--- src/core/bsc_consts.svh ---
// constants for the bit-test-skip and call decoder
`ifndef BSC_CONSTS_SVH
`define BSC_CONSTS_SVH
`define BSC_BTSS_TOP 4'h7
`define BSC_CALL_TOP 3'h4
`define BSC_PHASE_LAST 2'h3
`define BSC_PHASE_FIRST 2'h0
`define BSC_PHASE_READ 2'h1
`define BSC_PHASE_PROC 2'h2
`define BSC_PC_RESET 13'h0000
`define BSC_PC_STEP 13'h0001
`define BSC_INSTR_NOP 14'h0000
`define BSC_PHASE_STEP 2'h1
`define BSC_DATA_BITS 8
`define BSC_LATCH_HI 4
`define BSC_LATCH_LO 3
`define BSC_OP_HI 13
`define BSC_SKIP_OP_LO 10
`define BSC_CALL_OP_LO 11
`define BSC_BIT_HI 9
`define BSC_BIT_LO 7
`define BSC_ADDR_HI 6
`define BSC_ADDR_LO 0
`define BSC_TARGET_HI 10
`define BSC_TARGET_LO 0
`endif

--- src/core/bsc_pkg.sv ---
// types for the bit-test-skip and call decoder
`default_nettype none
package bsc_pkg;
	typedef enum logic [1:0] {
		ST_RUN,
		ST_FLUSH
	} bsc_state_e;
	// register file read request
	typedef struct packed {
		logic req;
		logic [6:0] addr;
	} bsc_rd_s;
	// stack push request
	typedef struct packed {
		logic push;
		logic [12:0] data;
	} bsc_push_s;
endpackage
`default_nettype wire

--- src/core/bsc_core.sv ---
// executes bit-test-skip-if-set and subroutine call in four phases
//
// Functional notes
// - decode skip-if-set, skip when bit is one
// - taken skip discards next, runs a nop
// - bit clear: next executes, no write
// - decode call, immediate loads pc bits 10:0
// - call pushes pc plus one, two cycles
// - latch bits 4:3 fill pc bits 12:11
`timescale 1ns/100ps
`default_nettype none
`include "bsc_consts.svh"
module bsc_core
(
	// clock and reset
	input wire logic i_clk,
	input wire logic i_rst_n,
	// fetched instruction, valid for the whole cycle
	input wire logic [13:0] i_instr,
	// register file read data, sampled at the end of the last phase
	input wire logic [7:0] i_rd_data,
	// program-counter high latch from the register file
	input wire logic [4:0] i_pc_high_latch,
	// register file read request
	output bsc_pkg::bsc_rd_s o_rd,
	// stack push of the return address
	output bsc_pkg::bsc_push_s o_stack_top,
	// program counter and phase state
	output logic [12:0] o_pc,
	output logic [1:0] o_phase,
	output logic o_flush,
	output logic o_reg_write,
	output logic o_flag_write
);
	// decoded fields of the effective instruction
	logic is_skip;
	logic is_call;
	logic [2:0] bit_idx;
	logic [6:0] addr;
	logic [10:0] target;
	logic [13:0] instr_eff;

	// sequencing state
	logic [1:0] phase;
	bsc_pkg::bsc_state_e state;
	logic call_flush;
	logic [12:0] pc;
	logic [12:0] next_pc;
	logic [12:0] ret_addr;

	// skip test lanes
	logic [7:0] bit_hit;
	logic take;
	genvar g;

	// a flushed cycle sees a nop so nothing decodes
	// this also keeps the discarded word from reading or pushing anything
	assign instr_eff = (state == bsc_pkg::ST_FLUSH) ? `BSC_INSTR_NOP : i_instr;

	// field split of the effective word
	// the decoder is pure wiring; every timing decision stays here
	bsc_decode u_dec
	(
		.i_instr(instr_eff),
		.o_is_skip(is_skip),
		.o_is_call(is_call),
		.o_bit(bit_idx),
		.o_addr(addr),
		.o_target(target)
	);

	// one lane per data bit: a lane passes its bit only when the index picks it
	// a flat and-or keeps the test path short, at the cost of eight small gates
	generate
		for (g = 0; g < `BSC_DATA_BITS; g++)
		begin : g_bit_lane
			assign bit_hit[g] = (bit_idx == 3'(g)) && i_rd_data[g];
		end
	endgenerate

	// skip taken only on a one
	// a zero lets the next word run in the usual single cycle
	assign take = is_skip && (|bit_hit);

	// return address is the call's own address plus one
	// taken from the counter before the call loads the target
	assign ret_addr = pc + `BSC_PC_STEP;

	// four phase counter
	// wraps by itself, so the first phase is its only reset value
	always_ff @(posedge i_clk or negedge i_rst_n)
	begin
		if (!i_rst_n)
			phase <= `BSC_PHASE_FIRST;
		else
			phase <= phase + `BSC_PHASE_STEP;
	end

	// flow state: flushed cycle follows a taken skip or a call
	// an illegal code falls back to run instead of flushing forever
	always_ff @(posedge i_clk or negedge i_rst_n)
	begin
		if (!i_rst_n)
			state <= bsc_pkg::ST_RUN;
		else if (phase == `BSC_PHASE_LAST)
		begin
			case (state)
				bsc_pkg::ST_RUN:
					if (take || is_call)
						state <= bsc_pkg::ST_FLUSH;
				bsc_pkg::ST_FLUSH:
					state <= bsc_pkg::ST_RUN;
				default:
					state <= bsc_pkg::ST_RUN;
			endcase
		end
	end

	// the flush after a call keeps the target in the program counter
	// otherwise the flushed cycle would step past the subroutine entry
	always_ff @(posedge i_clk or negedge i_rst_n)
	begin
		if (!i_rst_n)
			call_flush <= 1'b0;
		else if (phase == `BSC_PHASE_LAST)
			call_flush <= (state == bsc_pkg::ST_RUN) && is_call;
	end

	// next program counter: call target, hold after a call, else step
	// a call never decodes in the flushed cycle, the word there is a nop
	always_comb
	begin
		next_pc = pc + `BSC_PC_STEP;
		if (is_call)
			next_pc = {i_pc_high_latch[`BSC_LATCH_HI:`BSC_LATCH_LO], target};
		else if (call_flush)
			next_pc = pc;
	end

	// program counter moves only on the last phase
	// the other three phases leave it still
	always_ff @(posedge i_clk or negedge i_rst_n)
	begin
		if (!i_rst_n)
			pc <= `BSC_PC_RESET;
		else if (phase == `BSC_PHASE_LAST)
			pc <= next_pc;
	end

	// register read request in the first phase
	// the address goes out every cycle; only the request qualifies it
	always_ff @(posedge i_clk or negedge i_rst_n)
	begin
		if (!i_rst_n)
			o_rd <= '0;
		else
		begin
			o_rd.req <= is_skip && (phase == `BSC_PHASE_FIRST);
			o_rd.addr <= addr;
		end
	end

	// push return address during the first phase of the call
	// data is refreshed every clock, the pulse alone marks the push
	always_ff @(posedge i_clk or negedge i_rst_n)
	begin
		if (!i_rst_n)
			o_stack_top <= '0;
		else
		begin
			o_stack_top.push <= is_call && (phase == `BSC_PHASE_FIRST);
			o_stack_top.data <= ret_addr;
		end
	end

	// no register write from either instruction, flushed cycles included
	// kept as a registered zero so the port stays a clean flop output
	always_ff @(posedge i_clk or negedge i_rst_n)
	begin
		if (!i_rst_n)
			o_reg_write <= 1'b0;
		else
			o_reg_write <= 1'b0;
	end

	// status flags are never touched by a skip or a call
	always_ff @(posedge i_clk or negedge i_rst_n)
	begin
		if (!i_rst_n)
			o_flag_write <= 1'b0;
		else
			o_flag_write <= 1'b0;
	end

	// registered program counter, one clock behind the internal one
	// shows which instruction the other outputs belong to
	always_ff @(posedge i_clk or negedge i_rst_n)
	begin
		if (!i_rst_n)
			o_pc <= `BSC_PC_RESET;
		else
			o_pc <= pc;
	end

	// registered phase, lined up with the other outputs
	// outside logic can tell which phase each output belongs to
	always_ff @(posedge i_clk or negedge i_rst_n)
	begin
		if (!i_rst_n)
			o_phase <= `BSC_PHASE_FIRST;
		else
			o_phase <= phase;
	end

	// flush flag marks the discarded nop cycle
	// it lags the internal state by one clock like every other output
	always_ff @(posedge i_clk or negedge i_rst_n)
	begin
		if (!i_rst_n)
			o_flush <= 1'b0;
		else
			o_flush <= (state == bsc_pkg::ST_FLUSH);
	end
endmodule // bsc_core
`default_nettype wire

--- src/core/bsc_decode.sv ---
// opcode field decoder for skip and call instructions
`timescale 1ns/100ps
`default_nettype none
`include "bsc_consts.svh"
module bsc_decode
(
	// instruction word
	input wire logic [13:0] i_instr,
	// decoded fields
	output logic o_is_skip,
	output logic o_is_call,
	output logic [2:0] o_bit,
	output logic [6:0] o_addr,
	output logic [10:0] o_target
);
	// pattern match on the upper bits
	assign o_is_skip = (i_instr[`BSC_OP_HI:`BSC_SKIP_OP_LO] == `BSC_BTSS_TOP);
	assign o_is_call = (i_instr[`BSC_OP_HI:`BSC_CALL_OP_LO] == `BSC_CALL_TOP);
	assign o_bit = i_instr[`BSC_BIT_HI:`BSC_BIT_LO];
	assign o_addr = i_instr[`BSC_ADDR_HI:`BSC_ADDR_LO];
	assign o_target = i_instr[`BSC_TARGET_HI:`BSC_TARGET_LO];
endmodule // bsc_decode
`default_nettype wire

--- config.mk ---
export PLATFORM = sky130hd
export DESIGN_NAME = bsc_core
export DESIGN_NICKNAME = d
export VERILOG_FILES = /design/src/core/bsc_pkg.sv /design/src/core/bsc_core.sv /design/src/core/bsc_decode.sv
export VERILOG_INCLUDE_DIRS = /design/src /design/src/core
export SDC_FILE = /design/constraint.sdc
export NUM_CORES = 1
export LEC_CHECK = 0
export ABC_AREA = 1
export BUFFER_PORTS_ARGS = -buffer_cell sky130_fd_sc_hd__buf_2
export CORE_UTILIZATION = 35
export CTS_BUF_LIST = sky130_fd_sc_hd__clkbuf_2
export DETAILED_ROUTE_END_ITERATION = 10
export PLACE_DENSITY = 0.69
export SETUP_SLACK_MARGIN = 0.2
export SLEW_MARGIN = 40
export SYNTH_ARGS = -nofsm -noshare
export SYNTH_HDL_FRONTEND = slang
export SYNTH_SLANG_ARGS = --single-unit
--- constraint.sdc ---
create_clock -name i_clk -period 1.7 [get_ports i_clk]
set_input_delay 0.085 -clock i_clk [delete_from_list [all_inputs] [get_ports i_clk]]
set_output_delay 0.085 -clock i_clk [all_outputs]
set_load 0.05 [all_outputs]
==> summary.md, run 1 <==
| Metric | Value |
|---|---|
| Total power | 4.41 mW |
| R2R depth | 6 |
| Most instantiated cells after synthesis | dfrtp_1, nand2_1, inv_1 |
| Post-synth EDFFs | 0 |
| Cell Area, Synth | 0.00222 mm^2 |
| Mapped Cells | 227 |
| RSZ-0062 raised after global routing | true |
| Post-route antenna net violation count | 0 |
| Rel. slew slack | 60.6% |
| Clock sink count | 55 |
| Initial antenna violation count | 0 |
| Global route overflow | 0 |
| Initial Util | 36.8% |
| # rows | 28 |
| Critical path peak fanout | 3 |
| Detailed-route DRC error count | 0 |
| Clock Skew | 15.8 ps |
| Levels on crit path | 6 |
| HP Class | input port to flop |
| Clock Path Buffers | 2 |
| Vias per cell | 4.52 |
| Share of the synthesized area in the top cell type | 62.0% |
| TritonCTS clock tree | yes |
| Placed Instance Area | 0.00262 mm^2 |
| R2R Path End | pc[8]$_DFFE_PN0P_ |
| Io pins | 69 |
| Bufs and invs on worst path | 0 |
| Largest net degree at the start of global routing | 30 |
| Vias in the first global route | 1637 |
| Worst flop-to-flop path startpoint | pc[1]$_DFFE_PN0P_ |
| Crit path required time | 2070 ps |
| Post-route cell area | 0.00290 mm^2 |
| Most common cell in the synthesized netlist | dfrtp_1 |
| Startpoint Class | flop |
| Seq/Total Area, Yosys | 62.0% |
| Final setup fails | 0 |
| Slowest CP cell | dfrtp_1 |
| Clock transition at path regs | 240 ps |
| Ant. Diodes | 0 |
| Hold endpoint | pc[9]$_DFFE_PN0P_ |
| Period utilization | 84.1% |
| Share of layout cells above drive strength 1 | 29.1% |
| Tmin final | 1430 ps |
| CP top delay family | flip-flops |
| Slew Limit Fails | 0 |
| Setup_tns | 0 ps |
| Total routed wirelength | 4640 um |
| Unique cell type count in the Yosys netlist | 26 |
| Core ar. | 0.00603 mm^2 |
| Die Y | 81.6 um |
| DR iter-0 viols | 69 |
| WHS Path Cells | 5 |
| FMAX | 0.699 GHz |
| Largest stage delay, worst path | 450 ps |
| Top FF cell, synth | dfrtp_1 |
| Root Driver | clkbuf_2 |
| Total track usage | 15.3% |
| Syn Area/Cell | 9.78 um^2 |
| Fillers | 583 |
| Reg2reg setup slack | 270 ps |
| Status | complete, no violations |
| DR pass1 iterations | 4 |
| Yosys Warn Count | 0 |
| Worst Setup End Kind | flop |
| Maxcap violations | 0 |
| Worst VDD drop | 0.773 mV |
| Synth top area cells | dfrtp_1, nand2_1, inv_1 |
| Area Overhead vs Synth | 30.7% |
| Fraction of registers with async set/reset | 100% |
| Transition time of the tightest slew-check pin | 591 ps |
| Hpwl dp | 3240 um |
| First-pass GRT wire length | 7550 um |
| Area leader, netlist | dfrtp_1 |
| H-tree Lvls | 2 |
| Crit path cell chain | ha_2 -> nand3_4 -> nor3_4 -> xor2_1 -> nand2_1 -> a21oi_2 |
| Leak | 1.54 nW |
| Pwr dens | 1520 mW/mm^2 |
| Die area | 0.00666 mm^2 |
| Final nets | 347 |
| Hold Crit Start | i_instr[9] |
| DR WL/cell | 11.9 um |
| Fin. Hold Viols | 0 |
| # port buffers | 63 |
| Die span in x | 81.6 um |
| WP data arrival | 1800 ps |
| Via count | 1769 |
| Skew-Pair Late Insertion Delay | 420 ps |
| GPL Wtd Cong | 0.767 |
| Yosys reg bits | 55 |
| Cts bufs inserted | 5 |
| Critical path type | flop to flop |
[state kept, by name, summed over array words and instances, names as in the netlist]
| register | flops |
|---|---|
| o_pc | 13 |
| call_flush | 1 |
| state | 1 |
| o_stack_top | 14 |
| phase | 2 |
| o_phase | 2 |
| o_rd | 8 |
| o_flush | 1 |
| pc | 13 |
[layer usage]
layer | vias to the layer above | GRT usage, % | routed length [um]
met2 | 49 | 25.2 | 2240
met4 | 0 | 5.79 | 36
li1 | 884 | - | -
met5 | - | 0 | 0
met1 | 832 | 19.5 | 2100
met3 | 4 | 3.56 | 260
[through the flow]
stage | hold slack (ps) | std cells | setup slack (ps) | utilization, %
3_3_place_gp | 125 | 363 | 201 | 43.5
2_1_floorplan | -211 | 228 | 355 | -
3_5_place_dp | 131 | 363 | 178 | 43.5
5_1_grt | 16.0 | 391 | 141 | 48.1
4_1_cts | 3.81 | 389 | 190 | 47.3
6_report | 35.0 | 391 | 270 | 48.1
[area by class of cell]
cell class | instances | area, um^2 | area share, %
clock buffers | 6 | 30.0 | 1.04
multi-input cells | 132 | 713 | 24.6
well taps | 75 | 93.8 | 3.24
flip-flops and latches | 55 | 1380 | 47.5
inverters | 34 | 133 | 4.57
clock inverters | 2 | 7.51 | 0.259
repair buffers | 87 | 546 | 18.8
[worst register-to-register path, stage by stage (launching register included)]
cell     delay (ps)
dfrtp_1         450
ha_2            230
nand3_4         100
nor3_4          190
xor2_1          210
nand2_1          90
a21oi_2         110
[cells by family after synthesis]
logic type,Yosys count,synth area share [%]
buf+inv,41,8.06
flops,55,62.0
fa+ha+maj,3,1.69
simple gates,89,17.6
other cells,1,0.169
compound gates,29,6.93
xor+xnor,9,3.55
[power breakdown]
group | internal (mW) | switching, mW
registers | 1.70 | 0.229
logic | 0.504 | 1.51
clock network | 0.0989 | 0.366
total | 2.30 | 2.11
[worst max path at each step]
stage	startpoint	to	slack [ps]
global route	pc[0]$_DFFE_PN0P_	pc[12]$_DFFE_PN0P_	140
floorplan	pc[0]$_DFFE_PN0P_	pc[6]$_DFFE_PN0P_	360
detailed placement	pc[0]$_DFFE_PN0P_	pc[12]$_DFFE_PN0P_	180
global placement	pc[0]$_DFFE_PN0P_	pc[12]$_DFFE_PN0P_	200
finish	pc[1]$_DFFE_PN0P_	pc[8]$_DFFE_PN0P_	270
CTS	pc[0]$_DFFE_PN0P_	pc[9]$_DFFE_PN0P_	190
[what timing repair did]
item | in CTS | in global routing
buffers inserted | 3 | 2
pin swaps | 1 | 3
endpoints found under the setup margin | 6 | 9
resized for setup | 4 | 10
hold buffers | 15 | 0
endpoints found under the hold margin | 42 | 0
[placed cells by master, fill, tap and decap left out, drive strengths merged]
cell	count
dlygate4sd3	15
clkinv	2
o21ai	15
nor2	30
conb	2
a31oi	1
ha	3
dfrtp	55
nor4	1
buf	72
inv	34
xor2	9
nand3	9
nor3	4
clkbuf	6
o22ai	4
nand2	41
nand4	4
a21oi	8
a21boi	1
Power figures use the tool's default switching activity.
==> run 2: changes to the inputs <==
- PLACE_DENSITY: 0.69 -> 0.71
- clock period: 1.7 -> 1.3 ns (I/O delays scaled with it)
==> run 2 against run 1 <==
Compared with the run above: the flow now finishes with violations (negative setup slack); critical path depth up 3; cell count up 7.7%; wire length up 26%; sequential power up 35%; clock skew up 22 ps; clock power up 130%; maximum frequency up 0.98%; combinational power up 85%; count of clock-buffer cells in the layout unchanged; sequential share of layout area down 10 points; utilization up 13 points; largest cell class unchanged; largest power group unchanged.
==> summary.md, run 2 (synthesized netlist as in run 1, its figures left out) <==
| Metric | Value |
|---|---|
| Status | finished, violations left |
| Failing checks | negative setup slack |
| Largest net degree at the start of global routing | 56 (+87%) |
| GPL Wtd Cong | 0.790 (+3.0%) |
| Max reg flops | 14 (unchanged) |
| Clock transition at path regs | 300 ps (+60 ps) |
| RSZ-0062 raised after global routing | true |
| Total track usage | 17.7% (+2.4 points) |
| Total routed wirelength | 5820 um (+26%) |
| Post-route antenna net violation count | 0 (unchanged) |
| Final nets | 377 (+8.6%) |
| Worst VDD drop | 1.43 mV (+85%) |
| Io pins | 69 (unchanged) |
| Total power | 7.39 mW (+68%) |
| # rows | 28 (unchanged) |
| Seq. cell area | 0.00138 mm^2 (+0.27%) |
| CP top delay family | flip-flops |
| Vias in the first global route | 1902 (+16%) |
| DR pass1 iterations | 4 (unchanged) |
| Area Overhead vs Synth | 66.5% |
| Reg2reg setup slack | -120 ps (-390 ps) |
| Slew Limit Fails | 0 (unchanged) |
| Clock sink count | 55 (unchanged) |
| Crit path required time | 1670 ps (-400 ps) |
| Clock Path Buffers | 2 (unchanged) |
| Initial Util | 36.8% (unchanged) |
| Final setup fails | 18 (+18) |
| Die span in x | 81.6 um (unchanged) |
| Maxcap violations | 0 (unchanged) |
| Clock Skew | 37.8 ps (+22.0 ps) |
| Startpoint Class | flop |
| Root Driver | clkbuf_2 |
| Crit path cell chain | inv_4 -> nand2_4 -> nand4_4 -> nand2_2 -> nand2_4 -> inv_8 -> buf_4 -> nor2_1 -> a21oi_1 |
| Critical path peak fanout | 7 (+4) |
| Most used cell, CP | nand2_4 |
| Skew-Pair Late Insertion Delay | 460 ps (+40 ps) |
| Registers with the highest flip-flop counts | o_stack_top x14, o_pc x13, pc x13 |
| H-tree Lvls | 2 (unchanged) |
| Largest stage delay, worst path | 510 ps (+60 ps) |
| WP data arrival | 1790 ps (about the same) |
| Hpwl dp | 3490 um (+7.9%) |
| Biggest register | o_stack_top |
| Critical path type | flop to flop |
| Via count | 1959 (+11%) |
| Fillers | 491 (-16%) |
| Cts bufs inserted | 5 (unchanged) |
| Fin. Hold Viols | 0 (unchanged) |
| Initial antenna violation count | 0 (unchanged) |
| Core ar. | 0.00603 mm^2 (unchanged) |
| Slowest CP cell | dfrtp_2 |
| Share of layout cells above drive strength 1 | 46.0% (+17 points) |
| Commonest non-fill, non-tap cell in the layout | dfrtp_1 |
| Leak | 1.84 nW (+20%) |
| Period utilization | 109% (+25 points) |
| Die area | 0.00666 mm^2 (unchanged) |
| Detailed-route DRC error count | 0 (unchanged) |
| Bufs and invs on worst path | 3 (+3) |
| FMAX | 0.706 GHz (+0.98%) |
| HP Class | input port to flop |
| Worst Setup End Kind | flop |
| Final WS setup | -116 ps (-386 ps) |
| Placed cell count | 380 (+4.7%) |
| Ant. Diodes | 0 (unchanged) |
| Pwr dens | 2000 mW/mm^2 (+32%) |
| Vias per cell | 4.65 (+2.8%) |
| Global route overflow | 0 (unchanged) |
| First-pass GRT wire length | 8850 um (+17%) |
| DR WL/cell | 13.8 um (+17%) |
| TritonCTS clock tree | yes |
| Area of the multi-input gates | 895 um^2 (+25%) |
| Final cell count without fillers | 421 (+7.7%) |
| DR iter-0 viols | 50 (-28%) |
| Die Y | 81.6 um (unchanged) |
| # port buffers | 63 (unchanged) |
| Most frequent cells in the layout | dfrtp_1, buf_6, inv_1, nand2_1, buf_4 |
| Tmin final | 1420 ps (-13.9 ps) |
==> run 2: cell count changes in the layout (fill, tap and decap cells not counted), sizes merged <==
cell	previous run	this run
bufinv	0	2
clkinv	2	0
dlygate4sd3	15	14
buf	72	102
clkbuf	6	7
==> run 2: worst paths after layout <==
check	start	to	depth (start not counted)
setup / recovery	state[0]$_DFFE_PN0P_	pc[4]$_DFFE_PN0P_	9
hold / removal	i_rd_data[0]	state[0]$_DFFE_PN0P_	7
setup reg to reg	state[0]$_DFFE_PN0P_	pc[4]$_DFFE_PN0P_	9
hold reg to reg	pc[12]$_DFFE_PN0P_	o_pc[12]$_DFF_PN0_	0
max in group asynchronous	i_rst_n	o_rd[1]$_DFF_PN0_	3
min in group asynchronous	i_rst_n	o_stack_top[11]$_DFF_PN0_	3
==> run 2: routing by layer <==
layer | global-route usage, % | up-vias | share of wire (%)
li1 | - | 942 | -
met4 | 4.74 | 0 | 1.6
met3 | 3.44 | 8 | 4.2
met5 | 0 | - | 0
met1 | 22.3 | 946 | 41
met2 | 30.8 | 63 | 53
==> run 2: layout make-up <==
type,instances,area share [%]
flip-flops and latches,55,37.4
repair buffers,117,29.7
multi-input cells,132,24.2
inverters,34,3.72
well taps,75,2.54
clock inverters,2,1.62
clock buffers,6,0.812
==> run 2: worst reg2reg max path, cell delays in order, from the launching register on <==
cell	delay, ps
dfrtp_2	510
inv_4	100
nand2_4	70
nand4_4	90
nand2_2	70
nand2_4	120
inv_8	60
buf_4	140
nor2_1	120
a21oi_1	50
==> run 2: repair_timing <==
item                                   CTS  global route
pin swaps                               16            14
gates cloned                             1             1
endpoints found under the hold margin   72             0
hold buffers                            14             0
resized for setup                       96            47
setup buffers                            3            14
setup endpoints to repair               63            65
==> run 2: where the power goes <==
group          leakage [nW]  switching [mW]  internal, mW
registers             0.655           0.364          2.23
clock network        0.0532           0.542         0.525
logic                  1.14            2.27          1.46
==> run 2: through the flow <==
| step | util [%] | cell area (um^2) | setup TNS [ps] | hold WS (ps) | setup slack, ps |
|---|---|---|---|---|---|
| floorplan | - | 2300 | 0 | -231 | 10.4 |
| global placement | 47.1 | 2840 | -195 | 83.9 | -47.1 |
| detailed placement | 47.1 | 2840 | -557 | 87.5 | -98.4 |
| CTS | 56.8 | 3420 | -707 | 32.7 | -81.1 |
| global route | 61.3 | 3700 | -2520 | 51.2 | -193 |
| finish | 61.3 | 3700 | -1150 | 19.0 | -116 |
==> run 3: changes to the inputs <==
==> constraint.sdc (replaced) <==
create_clock -name i_clk -period 1.3 [get_ports i_clk]
set_input_delay 0.26 -clock i_clk [delete_from_list [all_inputs] [get_ports i_clk]]
set_output_delay 0.26 -clock i_clk [all_outputs]
set_load 0.05 [all_outputs]
==> run 3 against run 2 <==
Compared with the run above: wire length fell by 12%; total power fell by 8.7%; clock power fell by 39%; combinational power fell by 5.6%; die area did not move; the flow still finishes with violations (negative setup slack); first-iteration DRC count rose by 88%; non-clock buffer count fell by 14; critical path type unchanged; sequential power barely moved.
==> summary.md, run 3 (synthesized netlist as in run 1, its figures left out) <==
| Metric | Value |
|---|---|
| Status | finished, violations left |
| Failing checks | negative setup slack |
| Hold Crit Start | i_instr[1] |
| Vias per cell | 4.51 (-3.1%) |
| RSZ-0062 raised after global routing | true |
| H-tree Lvls | 2 (unchanged) |
| WP data arrival | 1770 ps (-20 ps) |
| GPL Wtd Cong | 0.773 (-2.2%) |
| Critical path peak fanout | 10 (+3) |
| Total routed wirelength | 5130 um (-12%) |
| Io pins | 69 (unchanged) |
| Total track usage | 16.9% (-0.78 points) |
| Via count | 1835 (-6.3%) |
| Commonest non-fill, non-tap cell in the layout | dfrtp_1 |
| Worst Setup End Kind | flop |
| Leak | 1.72 nW (-6.7%) |
| Clock transition at path regs | 280 ps (-20 ps) |
| Reg2reg setup slack | -120 ps (about the same) |
| Critical path type | flop to flop |
| HP Class | input port to flop |
| # rows | 28 (unchanged) |
| Die area | 0.00666 mm^2 (unchanged) |
| Max reg flops | 14 (unchanged) |
| DR pass1 iterations | 2 (-2) |
| Post-route antenna net violation count | 0 (unchanged) |
| Detailed-route DRC error count | 0 (unchanged) |
| Vias in the first global route | 1827 (-3.9%) |
| WHS Path Cells | 3 (-4) |
| R2R Path End | pc[4]$_DFFE_PN0P_ |
| Slowest CP cell | dfrtp_2 |
| Die Y | 81.6 um (unchanged) |
| Crit path required time | 1650 ps (-20 ps) |
| Ant. Diodes | 0 (unchanged) |
| Initial antenna violation count | 0 (unchanged) |
| # port buffers | 63 (unchanged) |
| Global route overflow | 0 (unchanged) |
| Clock sink count | 55 (unchanged) |
| FMAX | 0.705 GHz (-0.18%) |
| TritonCTS clock tree | yes |
| Hold endpoint | o_rd[1]$_DFF_PN0_ |
| Share of layout cells above drive strength 1 | 40.4% (-5.6 points) |
| Initial Util | 36.8% (unchanged) |
| Core ar. | 0.00603 mm^2 (unchanged) |
| Dpl ws | -120 ps (-21.2 ps) |
| Fillers | 524 (+6.7%) |
| R2R depth | 8 (-1) |
| Registers with the highest flip-flop counts | o_stack_top x14, o_pc x13, pc x13 |
| Hpwl dp | 3570 um (+2.3%) |
| Clock Skew | 21.7 ps (-16.1 ps) |
| First-pass GRT wire length | 8420 um (-4.8%) |
| Pwr dens | 1990 mW/mm^2 (-0.50%) |
| Maxcap violations | 0 (unchanged) |
| Worst VDD drop | 1.38 mV (-3.3%) |
| Fin. Hold Viols | 0 (unchanged) |
| Largest stage delay, worst path | 490 ps (-20 ps) |
| Area Overhead vs Synth | 52.9% |
| Slew Limit Fails | 0 (unchanged) |
| Die span in x | 81.6 um (unchanged) |
| Tmin final | 1420 ps (+2.49 ps) |
| Crit path cell chain | clkinv_4 -> nand2_4 -> nand4_4 -> nand2_2 -> nand2_4 -> buf_6 -> a21oi_1 -> a21oi_2 |
| Largest net degree at the start of global routing | 56 (unchanged) |
| DR WL/cell | 12.6 um (-8.9%) |
| Startpoint Class | flop |
| Clock Path Buffers | 2 (unchanged) |
| Final WS setup | -118 ps (-2.49 ps) |
| Most used cell, CP | nand2_4 |
| Period utilization | 109% (+0.19 points) |
| Hold WS | 50.6 ps (+31.6 ps) |
| Total power | 6.75 mW (-8.7%) |
| Most frequent cells in the layout | dfrtp_1, buf_6, nand2_1 |
| Placed cell count | 381 (+0.26%) |
| Final nets | 363 (-3.7%) |
| Cts bufs inserted | 5 (unchanged) |
| Biggest register | o_stack_top |
| Root Driver | clkbuf_2 |
| Worst flop-to-flop path startpoint | state[0]$_DFFE_PN0P_ |
| Final setup fails | 20 (+2) |
| DR iter-0 viols | 94 (+88%) |
| Final cell count without fillers | 407 (-3.3%) |
| Skew-Pair Late Insertion Delay | 440 ps (-20 ps) |
==> run 3: changes by cell type in the layout (fill, tap and decap cells not counted), moves of 3 or more <==
cell / previous run / this run
dfrtp_1: 51 / 54
o21ai_2: 4 / 1
nand2_1: 30 / 33
buf_4: 28 / 22
nor2_4: 7 / 3
nor2_1: 20 / 23
dlygate4sd3_1: 14 / 7
dfrtp_2: 4 / 1
==> run 3: how the worst max path moves through the flow <==
stage | start | to | cells after the start | slack (ps)
after floorplan | pc[1]$_DFFE_PN0P_ | pc[12]$_DFFE_PN0P_ | 8 | 10
after CTS | pc[0]$_DFFE_PN0P_ | pc[8]$_DFFE_PN0P_ | 6 | -90
final | state[0]$_DFFE_PN0P_ | pc[4]$_DFFE_PN0P_ | 8 | -120
after detailed placement | pc[1]$_DFFE_PN0P_ | pc[8]$_DFFE_PN0P_ | 6 | -120
after global routing | pc[0]$_DFFE_PN0P_ | pc[8]$_DFFE_PN0P_ | 6 | -230
after global placement | pc[1]$_DFFE_PN0P_ | pc[12]$_DFFE_PN0P_ | 8 | -60
==> run 3: stage by stage <==
| stage | util [%] | cell area [um^2] | TNS (ps) |
|---|---|---|---|
| final | 56.3 | 3390 | -787 |
| after global routing | 56.3 | 3390 | -4820 |
| after CTS | 54.9 | 3310 | -744 |
| after detailed placement | 47.2 | 2840 | -639 |
| after global placement | 47.2 | 2840 | -265 |
| after floorplan | - | 2300 | 0 |
==> run 3: repair_timing <==
item / in CTS / in global routing
resized for setup: 100 / 13
endpoints found under the setup margin: 63 / 64
setup buffers: 7 / 4
pin swaps: 8 / 2
hold endpoints to repair: 59 / 2
hold buffers: 5 / 2
==> run 3: critical path, delay by kind of cell, from the launching register on <==
kind / cells / cell delay [ps]
simple gates: 4 / 330
compound gates: 2 / 250
flops: 1 / 490
buf+inv: 2 / 250
==> run 3: power by group <==
part,total (mW),internal (mW),switching [mW]
logic,3.52,1.38,2.14
clock network,0.656,0.137,0.519
registers,2.57,2.22,0.351
==> run 3: metal layers <==
metal / wire length, um / GRT usage (%) / vias up / part of all wire, %
li1: - / - / 909 / -
met1: 2240 / 22.0 / 871 / 44
met2: 2580 / 27.4 / 46 / 50
met3: 237 / 4.78 / 9 / 4.6
met4: 72 / 4.74 / 0 / 1.4
met5: 0 / 0 / - / 0
==> run 3: layout make-up <==
| class | instances | area, um^2 | share of cell area, % |
|---|---|---|---|
| clock buffers | 6 | 30.0 | 0.885 |
| clock inverters | 2 | 12.5 | 0.369 |
| inverters | 34 | 138 | 4.06 |
| multi-input cells | 132 | 803 | 23.7 |
| flip-flops and latches | 55 | 1380 | 40.6 |
| well taps | 75 | 93.8 | 2.77 |
| repair buffers | 103 | 938 | 27.7 |
